<file path="src/logic/pus_pkg.sv">
// Purpose: Constants and types for the power-up reset sequencer
// Assumes: clk is the oscillator clock at 250 MHz; one bus word per register
// Notes: Cycle counts below are in clk cycles
// Summary of operation
// - Sequence starts only with both supplies good and power-on reset released.
// - Oscillator start-up is the first phase after power-on reset release.
// - Phases in order: oscillator 1032, fuse load 1160, pump 688 cycles.
// - After bank power-up of 617 cycles release CPU reset, boot at zero.
// - Power-on reset lows under 475 ns ignored, over 2000 ns reset.
// - Any reset condition drives the warm reset pin low.
// - Outside party pulling warm reset pin low requests a device reset.
// - Warm reset pin is open drain: pull low or release only.
// - Warm reset pin lows under 475 ns rejected, over 2000 ns reset.
// - Pin held low at least 2256 cycles after power-on reset release.
// - Other resets hold the pin low at least 32 bus clock periods.
// - Exception flag 15 on power-up, flag 13 on watchdog or debugger.
// - Exception flags 5 self-test CPU reset, 4 software, 3 external.
// - Global flag 0 on oscillator failure, flags 8 and 9 on slip.
package pus_pkg;
  localparam int CLK_MHZ = 250;
  localparam int FILT_MIN_NS = 475;
  localparam int FILT_MAX_NS = 2000;
  // Least time rounds up; 119 cycles sits well inside the 500 cycle ceiling
  localparam int FILT_CYC = (FILT_MIN_NS * CLK_MHZ + 999) / 1000;
  localparam int OSC_CYC = 1032;
  localparam int FUSE_CYC = 1160;
  localparam int PUMP_CYC = 688;
  localparam int BANK_CYC = 617;
  localparam int POR_HOLD_CYC = 2256;
  localparam int WARM_HOLD_CYC = 32;
  localparam int CNT_W = 12;
  localparam logic [31:0] BOOT_ADDR = 32'h0000_0000;
  localparam logic [31:0] REG_RST = 32'h0000_0000;
  localparam logic [3:0] EXC_OFS = 4'h0;
  localparam logic [3:0] GLB_OFS = 4'h4;
  localparam logic [3:0] CTL_OFS = 4'h8;
  localparam logic [3:0] PHS_OFS = 4'hc;
  localparam int EXC_POR = 15;
  localparam int EXC_WDG = 13;
  localparam int EXC_STC = 5;
  localparam int EXC_SW = 4;
  localparam int EXC_EXT = 3;
  localparam int GLB_OSC = 0;
  localparam int GLB_SLIP0 = 8;
  localparam int GLB_SLIP1 = 9;
  localparam int CTL_SW_RST = 0;
  typedef enum logic [2:0] {
    ST_IDLE = 3'h0,
    ST_OSC = 3'h1,
    ST_FUSE = 3'h3,
    ST_PUMP = 3'h2,
    ST_BANK = 3'h6,
    ST_RUN = 3'h7,
    ST_WARM = 3'h5
  } pus_state_t;
endpackage

</file>
<file path="src/logic/pus_sequencer.sv">
// Purpose: Power-up sequencer, warm reset pin control and reset cause flags
// Assumes: all inputs synchronous to clk; bench resolves the open-drain wire
// Notes: ce low freezes every flop, the bus slave included
`timescale 1ns/10ps
module pus_sequencer #(
  parameter int OSC_CYC = pus_pkg::OSC_CYC,
  parameter int FUSE_CYC = pus_pkg::FUSE_CYC,
  parameter int PUMP_CYC = pus_pkg::PUMP_CYC,
  parameter int BANK_CYC = pus_pkg::BANK_CYC,
  parameter int POR_HOLD_CYC = pus_pkg::POR_HOLD_CYC,
  parameter int WARM_HOLD_CYC = pus_pkg::WARM_HOLD_CYC,
  parameter int FILT_CYC = pus_pkg::FILT_CYC
) (
  input wire logic clk,
  input wire logic rst_n,
  input wire logic ce,
  input wire logic supply_io_good,
  input wire logic supply_core_good,
  input wire logic power_on_reset_in_n,
  input wire logic warm_reset_pin_n_i,
  output logic warm_reset_pin_n_o,
  output logic warm_reset_pin_n_oe,
  input wire logic osc_fail,
  input wire logic pll_slip,
  input wire logic watchdog_reset_req,
  input wire logic debug_reset_req,
  input wire logic self_test_cpu_reset,
  output logic cpu_reset_n,
  output logic [31:0] cpu_boot_addr,
  output logic osc_enable,
  output logic fuse_autoload_phase,
  output logic pump_enable,
  output logic bank_enable,
  input wire logic [3:0] avs_address,
  input wire logic avs_read,
  input wire logic avs_write,
  input wire logic [31:0] avs_writedata,
  input wire logic [3:0] avs_byteenable,
  output logic [31:0] avs_readdata,
  output logic avs_waitrequest
);
  localparam int CW = pus_pkg::CNT_W;

  pus_pkg::pus_state_t state;
  pus_pkg::pus_state_t next_state;
  logic [CW-1:0] cnt;
  logic [CW-1:0] next_cnt;
  logic [CW-1:0] hold;
  logic [CW-1:0] next_hold;
  logic [1:0] raw_low;
  logic [1:0] filt_low;
  logic [CW-1:0] filt_cnt [2];
  logic start_ok;
  logic ext_req;
  logic sw_req;
  logic warm_evt;
  logic por_evt;
  logic acc_wr;
  logic [31:0] be_mask;
  logic [31:0] rd_mux;
  logic [31:0] exc_stat;
  logic [31:0] glb_stat;
  logic [31:0] exc_set;
  logic [31:0] glb_set;
  logic [31:0] exc_clr;
  logic [31:0] glb_clr;

  // Own drive masks the pin filter so the device never triggers itself
  assign raw_low[0] = ~power_on_reset_in_n;
  assign raw_low[1] = ~warm_reset_pin_n_i & ~warm_reset_pin_n_oe;

  // Low level must stay for FILT_CYC cycles; a high sample clears at once
  generate
    for (genvar i = 0; i < 2; i++) begin : g_filt
      always_ff @(posedge clk) begin
        if (!rst_n) begin
          filt_cnt[i] <= '0;
          filt_low[i] <= 1'b0;
        end else if (ce) begin
          if (!raw_low[i]) begin
            filt_cnt[i] <= '0;
            filt_low[i] <= 1'b0;
          end else if (filt_cnt[i] == CW'(FILT_CYC - 1)) begin
            filt_low[i] <= 1'b1;
          end else begin
            filt_cnt[i] <= filt_cnt[i] + 1'b1;
          end
        end
      end
    end
  endgenerate

  // Start condition and warm reset causes
  assign start_ok = supply_io_good & supply_core_good & ~filt_low[0];
  assign ext_req = filt_low[1];
  assign acc_wr = avs_write & ~avs_waitrequest;
  assign sw_req = acc_wr & (avs_address == pus_pkg::CTL_OFS) & avs_byteenable[0]
                & avs_writedata[pus_pkg::CTL_SW_RST];
  assign warm_evt = osc_fail | pll_slip | watchdog_reset_req | debug_reset_req
                  | self_test_cpu_reset | sw_req | ext_req;
  assign por_evt = (state == pus_pkg::ST_IDLE) & start_ok;

  // Phase sequencing; a lost supply or power-on reset aborts to idle
  always_comb begin
    next_state = state;
    next_cnt = cnt;
    next_hold = (hold != '0) ? hold - 1'b1 : hold;
    case (state)
      pus_pkg::ST_IDLE: begin
        if (start_ok) begin
          next_state = pus_pkg::ST_OSC;
          next_cnt = CW'(OSC_CYC - 1);
          next_hold = CW'(POR_HOLD_CYC - 1);
        end
      end
      pus_pkg::ST_OSC: begin
        if (cnt == '0) begin
          next_state = pus_pkg::ST_FUSE;
          next_cnt = CW'(FUSE_CYC - 1);
        end else begin
          next_cnt = cnt - 1'b1;
        end
      end
      pus_pkg::ST_FUSE: begin
        if (cnt == '0) begin
          next_state = pus_pkg::ST_PUMP;
          next_cnt = CW'(PUMP_CYC - 1);
        end else begin
          next_cnt = cnt - 1'b1;
        end
      end
      pus_pkg::ST_PUMP: begin
        if (cnt == '0) begin
          next_state = pus_pkg::ST_BANK;
          next_cnt = CW'(BANK_CYC - 1);
        end else begin
          next_cnt = cnt - 1'b1;
        end
      end
      pus_pkg::ST_BANK: begin
        if (cnt != '0) begin
          next_cnt = cnt - 1'b1;
        end else if (hold == '0) begin
          next_state = pus_pkg::ST_RUN;
        end
      end
      pus_pkg::ST_RUN: begin
        if (warm_evt) begin
          next_state = pus_pkg::ST_WARM;
          next_cnt = CW'(WARM_HOLD_CYC - 1);
        end
      end
      pus_pkg::ST_WARM: begin
        if (warm_evt) begin
          next_cnt = CW'(WARM_HOLD_CYC - 1);
        end else if (cnt == '0) begin
          next_state = pus_pkg::ST_RUN;
        end else begin
          next_cnt = cnt - 1'b1;
        end
      end
      default: begin
        next_state = pus_pkg::ST_IDLE;
        next_cnt = '0;
      end
    endcase
    if (!start_ok && state != pus_pkg::ST_IDLE) begin
      next_state = pus_pkg::ST_IDLE;
      next_cnt = '0;
    end
  end

  always_ff @(posedge clk) begin
    if (!rst_n) begin
      state <= pus_pkg::ST_IDLE;
      cnt <= '0;
      hold <= '0;
    end else if (ce) begin
      state <= next_state;
      cnt <= next_cnt;
      hold <= next_hold;
    end
  end

  // Outputs follow the next state so each one comes straight from a flop
  always_ff @(posedge clk) begin
    if (!rst_n) begin
      cpu_reset_n <= 1'b0;
      warm_reset_pin_n_oe <= 1'b1;
      warm_reset_pin_n_o <= 1'b0;
      cpu_boot_addr <= pus_pkg::BOOT_ADDR;
      osc_enable <= 1'b0;
      fuse_autoload_phase <= 1'b0;
      pump_enable <= 1'b0;
      bank_enable <= 1'b0;
    end else if (ce) begin
      cpu_reset_n <= (next_state == pus_pkg::ST_RUN);
      warm_reset_pin_n_oe <= (next_state != pus_pkg::ST_RUN);
      warm_reset_pin_n_o <= 1'b0;
      cpu_boot_addr <= pus_pkg::BOOT_ADDR;
      osc_enable <= (next_state != pus_pkg::ST_IDLE);
      fuse_autoload_phase <= (next_state == pus_pkg::ST_FUSE);
      // Pump and bank stay powered once their phase has started, until an abort to idle
      pump_enable <= (next_state == pus_pkg::ST_PUMP) | (next_state == pus_pkg::ST_BANK)
                   | (next_state == pus_pkg::ST_RUN) | (next_state == pus_pkg::ST_WARM);
      bank_enable <= (next_state == pus_pkg::ST_BANK) | (next_state == pus_pkg::ST_RUN)
                   | (next_state == pus_pkg::ST_WARM);
    end
  end

  // Cause flags to set this cycle
  always_comb begin
    exc_set = 32'h0;
    glb_set = 32'h0;
    exc_set[pus_pkg::EXC_POR] = por_evt;
    exc_set[pus_pkg::EXC_WDG] = watchdog_reset_req | debug_reset_req;
    exc_set[pus_pkg::EXC_STC] = self_test_cpu_reset;
    exc_set[pus_pkg::EXC_SW] = sw_req;
    exc_set[pus_pkg::EXC_EXT] = ext_req;
    glb_set[pus_pkg::GLB_OSC] = osc_fail;
    glb_set[pus_pkg::GLB_SLIP0] = pll_slip;
    glb_set[pus_pkg::GLB_SLIP1] = pll_slip;
  end

  // Write one to clear, byte lane gated
  assign be_mask = {{8{avs_byteenable[3]}}, {8{avs_byteenable[2]}},
                    {8{avs_byteenable[1]}}, {8{avs_byteenable[0]}}};
  assign exc_clr = (acc_wr && avs_address == pus_pkg::EXC_OFS) ?
                   (avs_writedata & be_mask) : 32'h0;
  assign glb_clr = (acc_wr && avs_address == pus_pkg::GLB_OFS) ?
                   (avs_writedata & be_mask) : 32'h0;

  // Only rst_n or software clears; a set in the clearing cycle wins
  always_ff @(posedge clk) begin
    if (!rst_n) begin
      exc_stat <= pus_pkg::REG_RST;
      glb_stat <= pus_pkg::REG_RST;
    end else if (ce) begin
      exc_stat <= (exc_stat & ~exc_clr) | exc_set;
      glb_stat <= (glb_stat & ~glb_clr) | glb_set;
    end
  end

  // Read mux; unmapped words read zero
  always_comb begin
    case (avs_address)
      pus_pkg::EXC_OFS: rd_mux = exc_stat;
      pus_pkg::GLB_OFS: rd_mux = glb_stat;
      pus_pkg::PHS_OFS: rd_mux = {28'h0, cpu_reset_n, state};
      default: rd_mux = 32'h0;
    endcase
  end

  // One wait cycle per access; read data is captured as waitrequest drops
  always_ff @(posedge clk) begin
    if (!rst_n) begin
      avs_waitrequest <= 1'b1;
      avs_readdata <= pus_pkg::REG_RST;
    end else if (ce) begin
      if ((avs_read || avs_write) && avs_waitrequest) begin
        avs_waitrequest <= 1'b0;
        avs_readdata <= avs_read ? rd_mux : 32'h0;
      end else begin
        avs_waitrequest <= 1'b1;
      end
    end
  end

  // Helper: length of the current low drive and whether it began at power-up
  logic [CW-1:0] low_len;
  logic por_run;
  always_ff @(posedge clk) begin
    if (!rst_n) begin
      low_len <= '0;
      por_run <= 1'b0;
    end else if (ce) begin
      if (!warm_reset_pin_n_oe) begin
        low_len <= '0;
      end else if (low_len != '1) begin
        low_len <= low_len + 1'b1;
      end
      if (por_evt) begin
        por_run <= 1'b1;
      end else if (!warm_reset_pin_n_oe) begin
        por_run <= 1'b0;
      end
    end
  end

  seq_start_a: assert property (@(posedge clk) disable iff (!rst_n || !ce)
    (state == pus_pkg::ST_IDLE && !start_ok) |=> state == pus_pkg::ST_IDLE)
    else $error("sequence left idle without start condition");

  osc_first_a: assert property (@(posedge clk) disable iff (!rst_n || !ce)
    (state == pus_pkg::ST_IDLE ##1 state != pus_pkg::ST_IDLE) |-> state == pus_pkg::ST_OSC)
    else $error("first phase is not oscillator start-up");

  phase_order_a: assert property (@(posedge clk) disable iff (!rst_n || !ce)
    ($past(state) == pus_pkg::ST_FUSE && state != pus_pkg::ST_FUSE) |->
    (state == pus_pkg::ST_PUMP && $past(cnt) == '0) || state == pus_pkg::ST_IDLE)
    else $error("fuse phase left early or out of order");

  cpu_release_a: assert property (@(posedge clk) disable iff (!rst_n || !ce)
    $rose(cpu_reset_n) |-> ($past(state) == pus_pkg::ST_BANK
    || $past(state) == pus_pkg::ST_WARM) && cpu_boot_addr == pus_pkg::BOOT_ADDR)
    else $error("cpu reset released outside bank or warm end");

  por_filt_a: assert property (@(posedge clk) disable iff (!rst_n || !ce)
    $rose(filt_low[0]) |-> $past(filt_cnt[0]) == CW'(FILT_CYC - 1))
    else $error("power-on reset filter fired at wrong count");

  pin_filt_a: assert property (@(posedge clk) disable iff (!rst_n || !ce)
    $rose(filt_low[1]) |-> $past(filt_cnt[1]) == CW'(FILT_CYC - 1))
    else $error("warm pin filter fired at wrong count");

  open_drain_a: assert property (@(posedge clk) disable iff (!rst_n || !ce)
    !cpu_reset_n |-> warm_reset_pin_n_oe && !warm_reset_pin_n_o)
    else $error("pin not pulled low while cpu in reset");

  warm_hold_a: assert property (@(posedge clk) disable iff (!rst_n || !ce)
    $fell(warm_reset_pin_n_oe) |-> $past(low_len) >= CW'(WARM_HOLD_CYC - 1))
    else $error("warm reset pin released too early");

  por_hold_a: assert property (@(posedge clk) disable iff (!rst_n || !ce)
    ($fell(warm_reset_pin_n_oe) && $past(por_run)) |->
    $past(low_len) >= CW'(POR_HOLD_CYC - 1))
    else $error("pin released too soon after power-on reset");

  flag_set_a: assert property (@(posedge clk) disable iff (!rst_n || !ce)
    pll_slip |=> glb_stat[pus_pkg::GLB_SLIP0] && glb_stat[pus_pkg::GLB_SLIP1])
    else $error("slip flags not set");

  ext_flag_a: assert property (@(posedge clk) disable iff (!rst_n || !ce)
    ext_req |=> exc_stat[pus_pkg::EXC_EXT] && state == pus_pkg::ST_WARM
    || state == pus_pkg::ST_IDLE || $past(state) != pus_pkg::ST_RUN)
    else $error("external reset not recorded");
endmodule

</file>
<file path="config.mk">
export PLATFORM = sky130hd
export DESIGN_NAME = pus_sequencer
export DESIGN_NICKNAME = d
export VERILOG_FILES = /design/src/logic/pus_pkg.sv /design/src/logic/pus_sequencer.sv
export SDC_FILE = /design/constraint.sdc
export NUM_CORES = 1
export LEC_CHECK = 0
export ABC_AREA = 0
export BUFFER_PORTS_ARGS = -buffer_cell sky130_fd_sc_hd__buf_2
export CORE_MARGIN = 5
export CORE_UTILIZATION = 40
export CTS_CLUSTER_DIAMETER = 150
export DETAILED_ROUTE_END_ITERATION = 7
export GPL_ROUTABILITY_DRIVEN = 0
export GPL_TIMING_DRIVEN = 0
export PLACE_DENSITY_LB_ADDON = 0.15
export SLEW_MARGIN = 20
export SYNTH_ARGS = -nofsm -noshare
export SYNTH_HDL_FRONTEND = slang
export SYNTH_SLANG_ARGS = --single-unit
</file>
<file path="constraint.sdc">
create_clock -name clk -period 5.4 [get_ports clk]
set_clock_uncertainty 0.2 [all_clocks]
set_input_delay 1.08 -clock clk [delete_from_list [all_inputs] [get_ports clk]]
set_output_delay 1.08 -clock clk [all_outputs]
set_load 0.02 [all_outputs]
</file>
* Word level (Yosys, flattened, before mapping)
Memory sizes are Yosys's and may differ from the RTL's. Index checks and enable logic that the tools add are counted.
Operators by class: equality and inequality tests 22, bitwise logic cells 35, $add $sub $neg 4, reduce and logical (&&, ||, !) cells 19, muxes and demuxes 56
Operators by type and width (count):
- 12-bit two-way mux | 16
- 32-bit bitwise AND | 3
- 32-bit two-way mux | 3
- 32-bit case mux with 3 select lines | 1
- 12-bit case mux with 7 select lines | 1
- 32-bit inverter | 2
- 32-bit by 10-bit OR with 32-bit output | 1
- 32-bit by 16-bit OR with 32-bit output | 1
- 3-bit two-way mux | 10
- 12-bit by 1-bit adder with 12-bit output, second input constant | 2
- 12-bit by 7-bit == test with 1-bit output, second input constant | 2
- 12-bit zero test | 2
- 1-bit two-way mux | 24
- 12-bit nonzero test | 2
- 12-bit by 1-bit subtractor with 12-bit output, second input constant | 2
- 3-bit case mux with 7 select lines | 1
- 3-bit == test, second input constant | 6
- 1-bit OR | 16
- 3-bit by 2-bit == test with 1-bit output, second input constant | 4
- 3-bit inequality test, second input constant | 3
- 1-bit bitwise AND | 8
- 4-bit == test, second input constant | 2
- 2-bit AND reduction | 3
- 3-bit nonzero test | 2
- other kinds (13) | 19
Storage, ports and cells: register bits after elaboration 132, RAM bits 24, memories 1, input bits 54
Memory list:
- filt_cnt | words 2, bits a word 12, read ports 2, clocked after memory_dff 0, write ports 2, line pus_sequencer.sv:52 | logic [CW-1:0] filt_cnt [2];

* Longest topological paths before layout
Gate-level depths: netlist (run 1).
word-level depth 14, mapped depth 10, depth with buffers taken out 8

* Worst setup path after synthesis (run 1)
OpenSTA, ideal clock, no wires.
kind in2reg, start input port ce, end memory filt_cnt[1][0] (netlist bit), enable pin, cell stages on the path 5, path slack 1964 ps, buffers on the path 3, arrival time 2839 ps, library setup time 398 ps, required time 4802 ps, cell sequence clkbuf_1 -> buf_6 -> clkbuf_1 -> inv_1 -> o21ai_0
RTL lines:
- start: declaration | line pus_sequencer.sv:16 | input wire logic ce,
- end: declaration | line pus_sequencer.sv:52

* Worst setup path in the final report (run 1)
start input port ce, end register avs_readdata[31]
Between the ends: word-level cells in the longest chain between the ends 1
Ends and longest elaborated chain:
- 2-bit AND reduction (no source line)
- end signal: assignment | line pus_sequencer.sv:258 | avs_readdata <= pus_pkg::REG_RST;
- end signal: assignment | line pus_sequencer.sv:262 | avs_readdata <= avs_read ? rd_mux : 32'h0;
- end: declaration | line pus_sequencer.sv:39 | output logic [31:0] avs_readdata,
No other way between the ends. A chain may end at the register's enable or synchronous reset.

==> results of run 1 <==
## synthesized netlist by cell type (all sizes together), types with 2 or more instances
library cell / count
dfxtp: 132
nor2: 129
nand2: 88
a31oi: 65
a21oi: 63
clkbuf: 49
buf: 44
a22oi: 36
nand3: 28
edfxtp: 24
o21ai: 24
xor2: 17
inv: 16
nor4: 15
xnor2: 12
and2: 10
nor3: 10
or4: 8
and3: 7
o31ai: 7
ha: 6
mux2: 4
nand4: 4
nor2b: 4
or3: 4
a211oi: 3
a221oi: 3
a311oi: 3
and3b: 3
nor3b: 3
nor4b: 3
or2: 3
a32o: 2
clkinv: 2
mux2i: 2
o211ai: 2
o22ai: 2
## placed cells by master, fill, tap and decap left out, drive strengths merged, types with 15 or more instances in the layout
cell	n
xor2	17
buf	135
a21oi	63
nor4	15
edfxtp	24
a31oi	65
nor2	129
dfxtp	132
nand2	88
nand3	28
inv	22
conb	33
clkbuf	67
o21ai	24
a22oi	36
## power by group through the flow
stage,Sequential [mW],Clock (mW),Combinational (mW)
finish,1.29,1.24,0.509
global route,1.30,1.31,0.574
CTS,1.29,1.26,0.506
detailed placement,1.31,0,0.503
global placement,1.31,0,0.502
floorplan,1.30,0,0.392
## area by class of cell
cell class | instances | area, um2 | share of cell area (%)
repair buffers | 91 | 460.4 | 5.268
inverters | 18 | 67.56 | 0.7731
clock buffers | 18 | 439.2 | 5.025
multi-input cells | 618 | 3426 | 39.20
plain buffers | 93 | 515.5 | 5.898
clock inverters | 14 | 178.9 | 2.047
well taps | 229 | 286.5 | 3.278
diodes | 1 | 2.502 | 0.02863
flip-flops and latches | 156 | 3363 | 38.48
## per-layer routing
layer | GRT usage [%] | vias to the layer above | wire length (um)
met1 | 26.34 | 3024 | 9322
li1 | - | 3257 | -
met2 | 29.21 | 194 | 8931
met5 | 0 | - | 25
met3 | 4.630 | 31 | 1277
met4 | 6.382 | 4 | 367
## critical path: stages
cell and delay, ns:
clkbuf_1 0.54, o211ai_1 0.46, a2111oi_0 0.48, nand2_1 0.26
buf_1 0.32, nor2_1 0.27, a21oi_1 0.06, nor2_1 0.09
## state kept, by name, summed over array words and instances (netlist names), 3 cells and up
signal,count
avs_readdata,32
cnt,12
exc_stat,32
filt_cnt,24
glb_stat,32
hold,12
state,3
## worst paths after layout
check | to | from | slack (ns)
worst min register to register | glb_stat[2] | glb_stat[2] | 0.23
worst max register to register | cnt[8] | ext_req | 2.50
worst min-delay path | glb_stat[2] | glb_stat[2] | 0.23
worst max-delay path | avs_readdata[31] | ce | 2.00
## metrics by stage
stage	cell area, um2	instances
floorplan	7372	885
global placement	8104	1203
detailed placement	8119	1205
CTS	8737	1237
global route	8740	1238
finish	8740	1238
## cells by family after synthesis
logic type / synth area share, %
adder cells (fa/ha/maj): 1.035
AND/OR/NAND/NOR: 20.70
flip-flops: 46.38
other: 0.05171
XOR/XNOR: 3.502
AO/OA/AOI/OAI: 19.39
buffers and inverters: 8.040
multiplexers: 0.8971
==> out/qor.csv, run 1 <==
stage;metric;value;unit
run_status;status;finished, final reports clean;
hold_path;Hold Path Depth;2;
power_and_ir_drop;Net Sw Power;0.8794;mW
global_route;initial antenna violation count;3;
critical_path;CP Launch Type;input pin;
power_and_ir_drop;Tot Pwr;3.038;mW
logic_synthesis;Syn Inst Count;853;
logic_synthesis;FF+latch count, synth;156;
die;Die Wd;144.6;um
clocking;clock sink count;156;
clocking;Clock Path Buffers;2;
timing;final setup margin;1.996;ns
power_and_ir_drop;Sequential Power Share;42.4;%
timing;worst hold margin;0.2280;ns
logic_synthesis;synth top area cells;dfxtp_1, edfxtp_1, nor2_1;
clocking;CTS Root Buffer Type;clkbuf_16;
timing;endpoints failing setup;0;
global_route;pin count of the biggest net entering global routing;17;
routing;detailed-router iteration count before antenna repair;5;
critical_path;worst endpoint required time;5.56;ns
logic_synthesis;mean area per synthesized cell;8.502;um2
logic_synthesis;EDFF count, synth;24;
logic_synthesis;top_reg_cell synth;dfxtp_1;
global_route;total track usage;19.04;%
power_and_ir_drop;Pleak;3.424;nW
logic_synthesis;Mapped Area;0.007252;mm2
critical_path;reg2reg path depth;6;
timing;Fmax;293.8;MHz
die;DIE AREA;0.02092;mm2
global_route;vias in the first global route;6102;
power_and_ir_drop;Clock Power Share;40.8;%
power_and_ir_drop;Internal;2.159;mW
routing;post-route ant nets;0;
critical_path;Max FO, Critical Path;10;
clocking;post_cts resized;0;
global_route;first-pass GRT wire length;31.60;mm
timing;crit path time final;3.404;ns
clocking;total CTS buffers;17;
logic_synthesis;Netlist cell types;65;
placed_design;Setup WS pre-CTS;1.587;ns
critical_path;Setup CP Type;in -> reg;
die;die height;144.6;um
global_route;GR Overflow Total;0;
clocking;Hold Buf Count CTS;0;
clocking;depth of the CTS H-tree;4;
routing;Detailed Route Iter0 Violations;425;
finish;Post-layout nets;1055;
timing;RSZ-0062 raised after global routing;false;
finish;filler instances;1835;
logic_synthesis;Synth top area share;36.44;%
logic_synthesis;Synth area leader;dfxtp_1;
logic_synthesis;Ys Warns;0;
timing;Slew headroom;46.47;%
power_and_ir_drop;Switching Share;28.95;%
clocking;Post-CTS Repair Setup Buffers;0;
logic_synthesis;ys async rst share;0;%
power_and_ir_drop;power share of the combinational group;16.8;%
die;starting density of the core;40.51;%
routing;Vias/cell;5.258;
clocking;CTS tree;yes;
logic_synthesis;Seq/Total Area, Yosys;46.38;%
power_and_ir_drop;Max IR drop VDD;0.2403;mV
die;I/O pin count;126;
timing;crit share post-route;63.03;%
die;row count;49;
die;area of the core;0.01790;mm2
routing;vias;6510;
hold_path;worst hold-check path type;reg -> reg;
job;MaxCap Viol Count;0;
routing;Avg WL per Cell;16.09;um
timing;Final TNS setup;0;ns
power_and_ir_drop;Cell Pwr Density;347.6;mW/mm2
placed_design;number of port buffers;89;
clocking;Worst-Skew Late Latency;0.43;ns
timing;worst-margin pin slew;0.7943;ns
critical_path;CP arrival;3.57;ns
placed_design;detailed placement HPWL;14.57;mm
finish;layout cell share with drive strength beyond 1;18.25;%
finish;Synth-to-Final Area Change;20.51;%
finish;final core occ;48.82;%
clocking;Reg clk slew, reported paths;0.07;ns
timing;final hold vios;0;
routing;# DRC;0;
critical_path;CP endpoint kind;flip-flop;
timing;Slew Limit Fails;0;
routing;drt total wl;19.92;mm
Power figures use the tool's default switching activity.
==> run 2, diff against run 1 <==
Clock period 5.4 ns to 3 ns, I/O delays scaled along.
==> out/qor.csv, run 2 (same netlist as run 1, synthesis figures left out) <==
stage;metric;value;unit;change
global_route;total track usage;19.04;%;unchanged
die;I/O pin count;126;;unchanged
finish;most common cell after layout, fill and taps aside;dfxtp_1;;unchanged
clocking;depth of the CTS H-tree;4;;unchanged
routing;detailed-router iteration count before antenna repair;7;;was 5
routing;vias;6525;;was 6510
job;MaxCap Viol Count;0;;unchanged
clocking;clock sink count;156;;unchanged
finish;final core occ;48.89;%;was 48.82%
clocking;Reg clk slew, reported paths;0.07;ns;about the same
clocking;Hold Buf Count CTS;0;;unchanged
critical_path;Buffers & Inverters on Critical Path;3;;was 2
die;die height;144.6;um;unchanged
critical_path;Setup CP Type;reg -> reg;;was in -> reg
finish;commonest non-fill, non-tap cells in the layout;dfxtp_1, nor2_1, buf_2;;unchanged
global_route;initial antenna violation count;3;;unchanged
die;Die Wd;144.6;um;unchanged
critical_path;Max stage delay on crit path;0.45;ns;was 0.54 ns
die;starting density of the core;40.51;%;unchanged
finish;filler instances;1832;;was 1835
clocking;CTS Root Buffer Type;clkbuf_16;;unchanged
power_and_ir_drop;Pleak;3.429;nW;was 3.424 nW
global_route;pin count of the biggest net entering global routing;17;;unchanged
timing;endpoints failing setup;0;;unchanged
critical_path;CP Launch Type;flip-flop;;was input pin
finish;biggest regs;avs_readdata (32), exc_stat (32), glb_stat (32);;unchanged
critical_path;crit-path cells;inv_1 -> ha_1 -> or3b_2 -> clkbuf_1 -> nor4_2 -> a221oi_2 -> a221oi_2 -> buf_4 -> a21oi_1 -> a211oi_1;;was clkbuf_1 -> o211ai_1 -> a2111oi_0 -> nand2_1 -> buf_1 -> nor2_1 -> a21oi_1 -> nor2_1
timing;Final TNS setup;0;ns;unchanged
routing;drt total wl;19.82;mm;was 19.92 mm
timing;crit share post-route;95.41;%;
routing;Detailed Route Iter0 Violations;423;;was 425
clocking;CTS tree;yes;;unchanged
die;row count;49;;unchanged
hold_path;worst hold-check path type;in -> reg;;was reg -> reg
critical_path;Crit path max-delay family;simple AND/OR/NAND/NOR gates;;was compound AO/OA/AOI/OAI gates
power_and_ir_drop;Max IR drop VDD;0.4308;mV;was 0.2403 mV
timing;final hold vios;0;;unchanged
finish;layout cell share with drive strength beyond 1;18.35;%;was 18.25%
placed_design;detailed placement HPWL;14.57;mm;unchanged
critical_path;Max stage delay cell, worst path;or3b_2;;was clkbuf_1
global_route;GR Overflow Total;0;;unchanged
timing;Slew headroom;46.62;%;was 46.47%
timing;Slew Limit Fails;0;;unchanged
clocking;Clock Path Buffers;2;;unchanged
critical_path;cell mode on critical path;a221oi_2;;was nor2_1
global_route;first-pass GRT wire length;31.60;mm;unchanged
routing;Vias/cell;5.271;;was 5.258
die;DIE AREA;0.02092;mm2;unchanged
timing;RSZ-0062 raised after global routing;false;;unchanged
clocking;Worst-Skew Late Latency;0.43;ns;about the same
timing;Fmax;349.4;MHz;
finish;footprint of the multi-input gates;0.003437;mm2;was 0.003426 mm2
power_and_ir_drop;Cell Pwr Density;624.3;mW/mm2;was 347.6 mW/mm2
critical_path;CP endpoint kind;flip-flop;;unchanged
die;area of the core;0.01790;mm2;unchanged
run_status;status;finished, final reports clean;;unchanged
clocking;total CTS buffers;17;;unchanged
power_and_ir_drop;Tot Pwr;5.464;mW;was 3.038 mW
finish;Post-layout nets;1055;;unchanged
clocking;Post-CTS Repair Setup Buffers;0;;unchanged
finish;Synth-to-Final Area Change;20.69;%;was 20.51%
finish;Reg area;0.003363;mm2;unchanged
timing;worst-margin pin slew;0.7920;ns;was 0.7943 ns
routing;post-route ant nets;0;;unchanged
timing;crit path time final;2.862;ns;
critical_path;Max FO, Critical Path;10;;unchanged
placed_design;number of port buffers;89;;unchanged
critical_path;CP arrival;2.99;ns;was 3.57 ns
critical_path;worst endpoint required time;3.13;ns;was 5.56 ns
global_route;vias in the first global route;6102;;unchanged
routing;Avg WL per Cell;16.01;um;was 16.09 um
routing;# DRC;0;;unchanged
## run 2: cell counts in the layout (fill, tap and decap cells not counted)
No cell type changed its count.
## run 2: final cells by class
class	count	area share, %
multi-input cells	618	39.27
flip-flops and latches	156	38.43
plain buffers	93	5.904
repair buffers	91	5.261
clock buffers	18	5.018
well taps	229	3.274
clock inverters	14	2.044
inverters	18	0.7720
diodes	1	0.02859
## run 2: final timing paths
kind                          start      endpoint  slack [ns]  cells after the start
setup / recovery             cnt[0]        cnt[9]        0.14                     10
hold / removal    avs_writedata[20]  exc_stat[20]        0.16                      2
setup reg to reg             cnt[0]        cnt[9]        0.14                     10
hold reg to reg         glb_stat[2]   glb_stat[2]        0.23                      2
## run 2: metal layers
layer,vias up,global-route usage (%),part of all wire (%)
met3,28,4.630,6.0
met5,-,0,0.13
met2,190,29.21,45
met4,4,6.382,1.7
met1,3041,26.34,47
li1,3262,-,-
## run 2: repair_timing
| action | in CTS | in global routing |
|---|---|---|
| resized for setup | 0 | 3 |
| setup endpoints to repair | 0 | 29 |
| hold endpoints to repair | 0 | 0 |
## run 2: per-stage QoR
stage / cell area, um2 / hold slack, ns / setup slack, ns / instances
global route: 8752 / 0.1381 / 0.01301 / 1238
floorplan: 7372 / 0.2096 / 0.04357 / 885
global placement: 8104 / 0.2151 / -0.9550 / 1203
finish: 8752 / 0.1562 / 0.1378 / 1238
detailed placement: 8119 / 0.2203 / -0.3325 / 1205
CTS: 8737 / 0.1404 / 0.1061 / 1237
## run 2: power by group
group	internal [mW]	total, mW	switching, mW
clock	1.28	2.23	0.947
combinational	0.380	0.914	0.534
sequential	2.22	2.32	0.0962
total	3.89	5.46	1.58
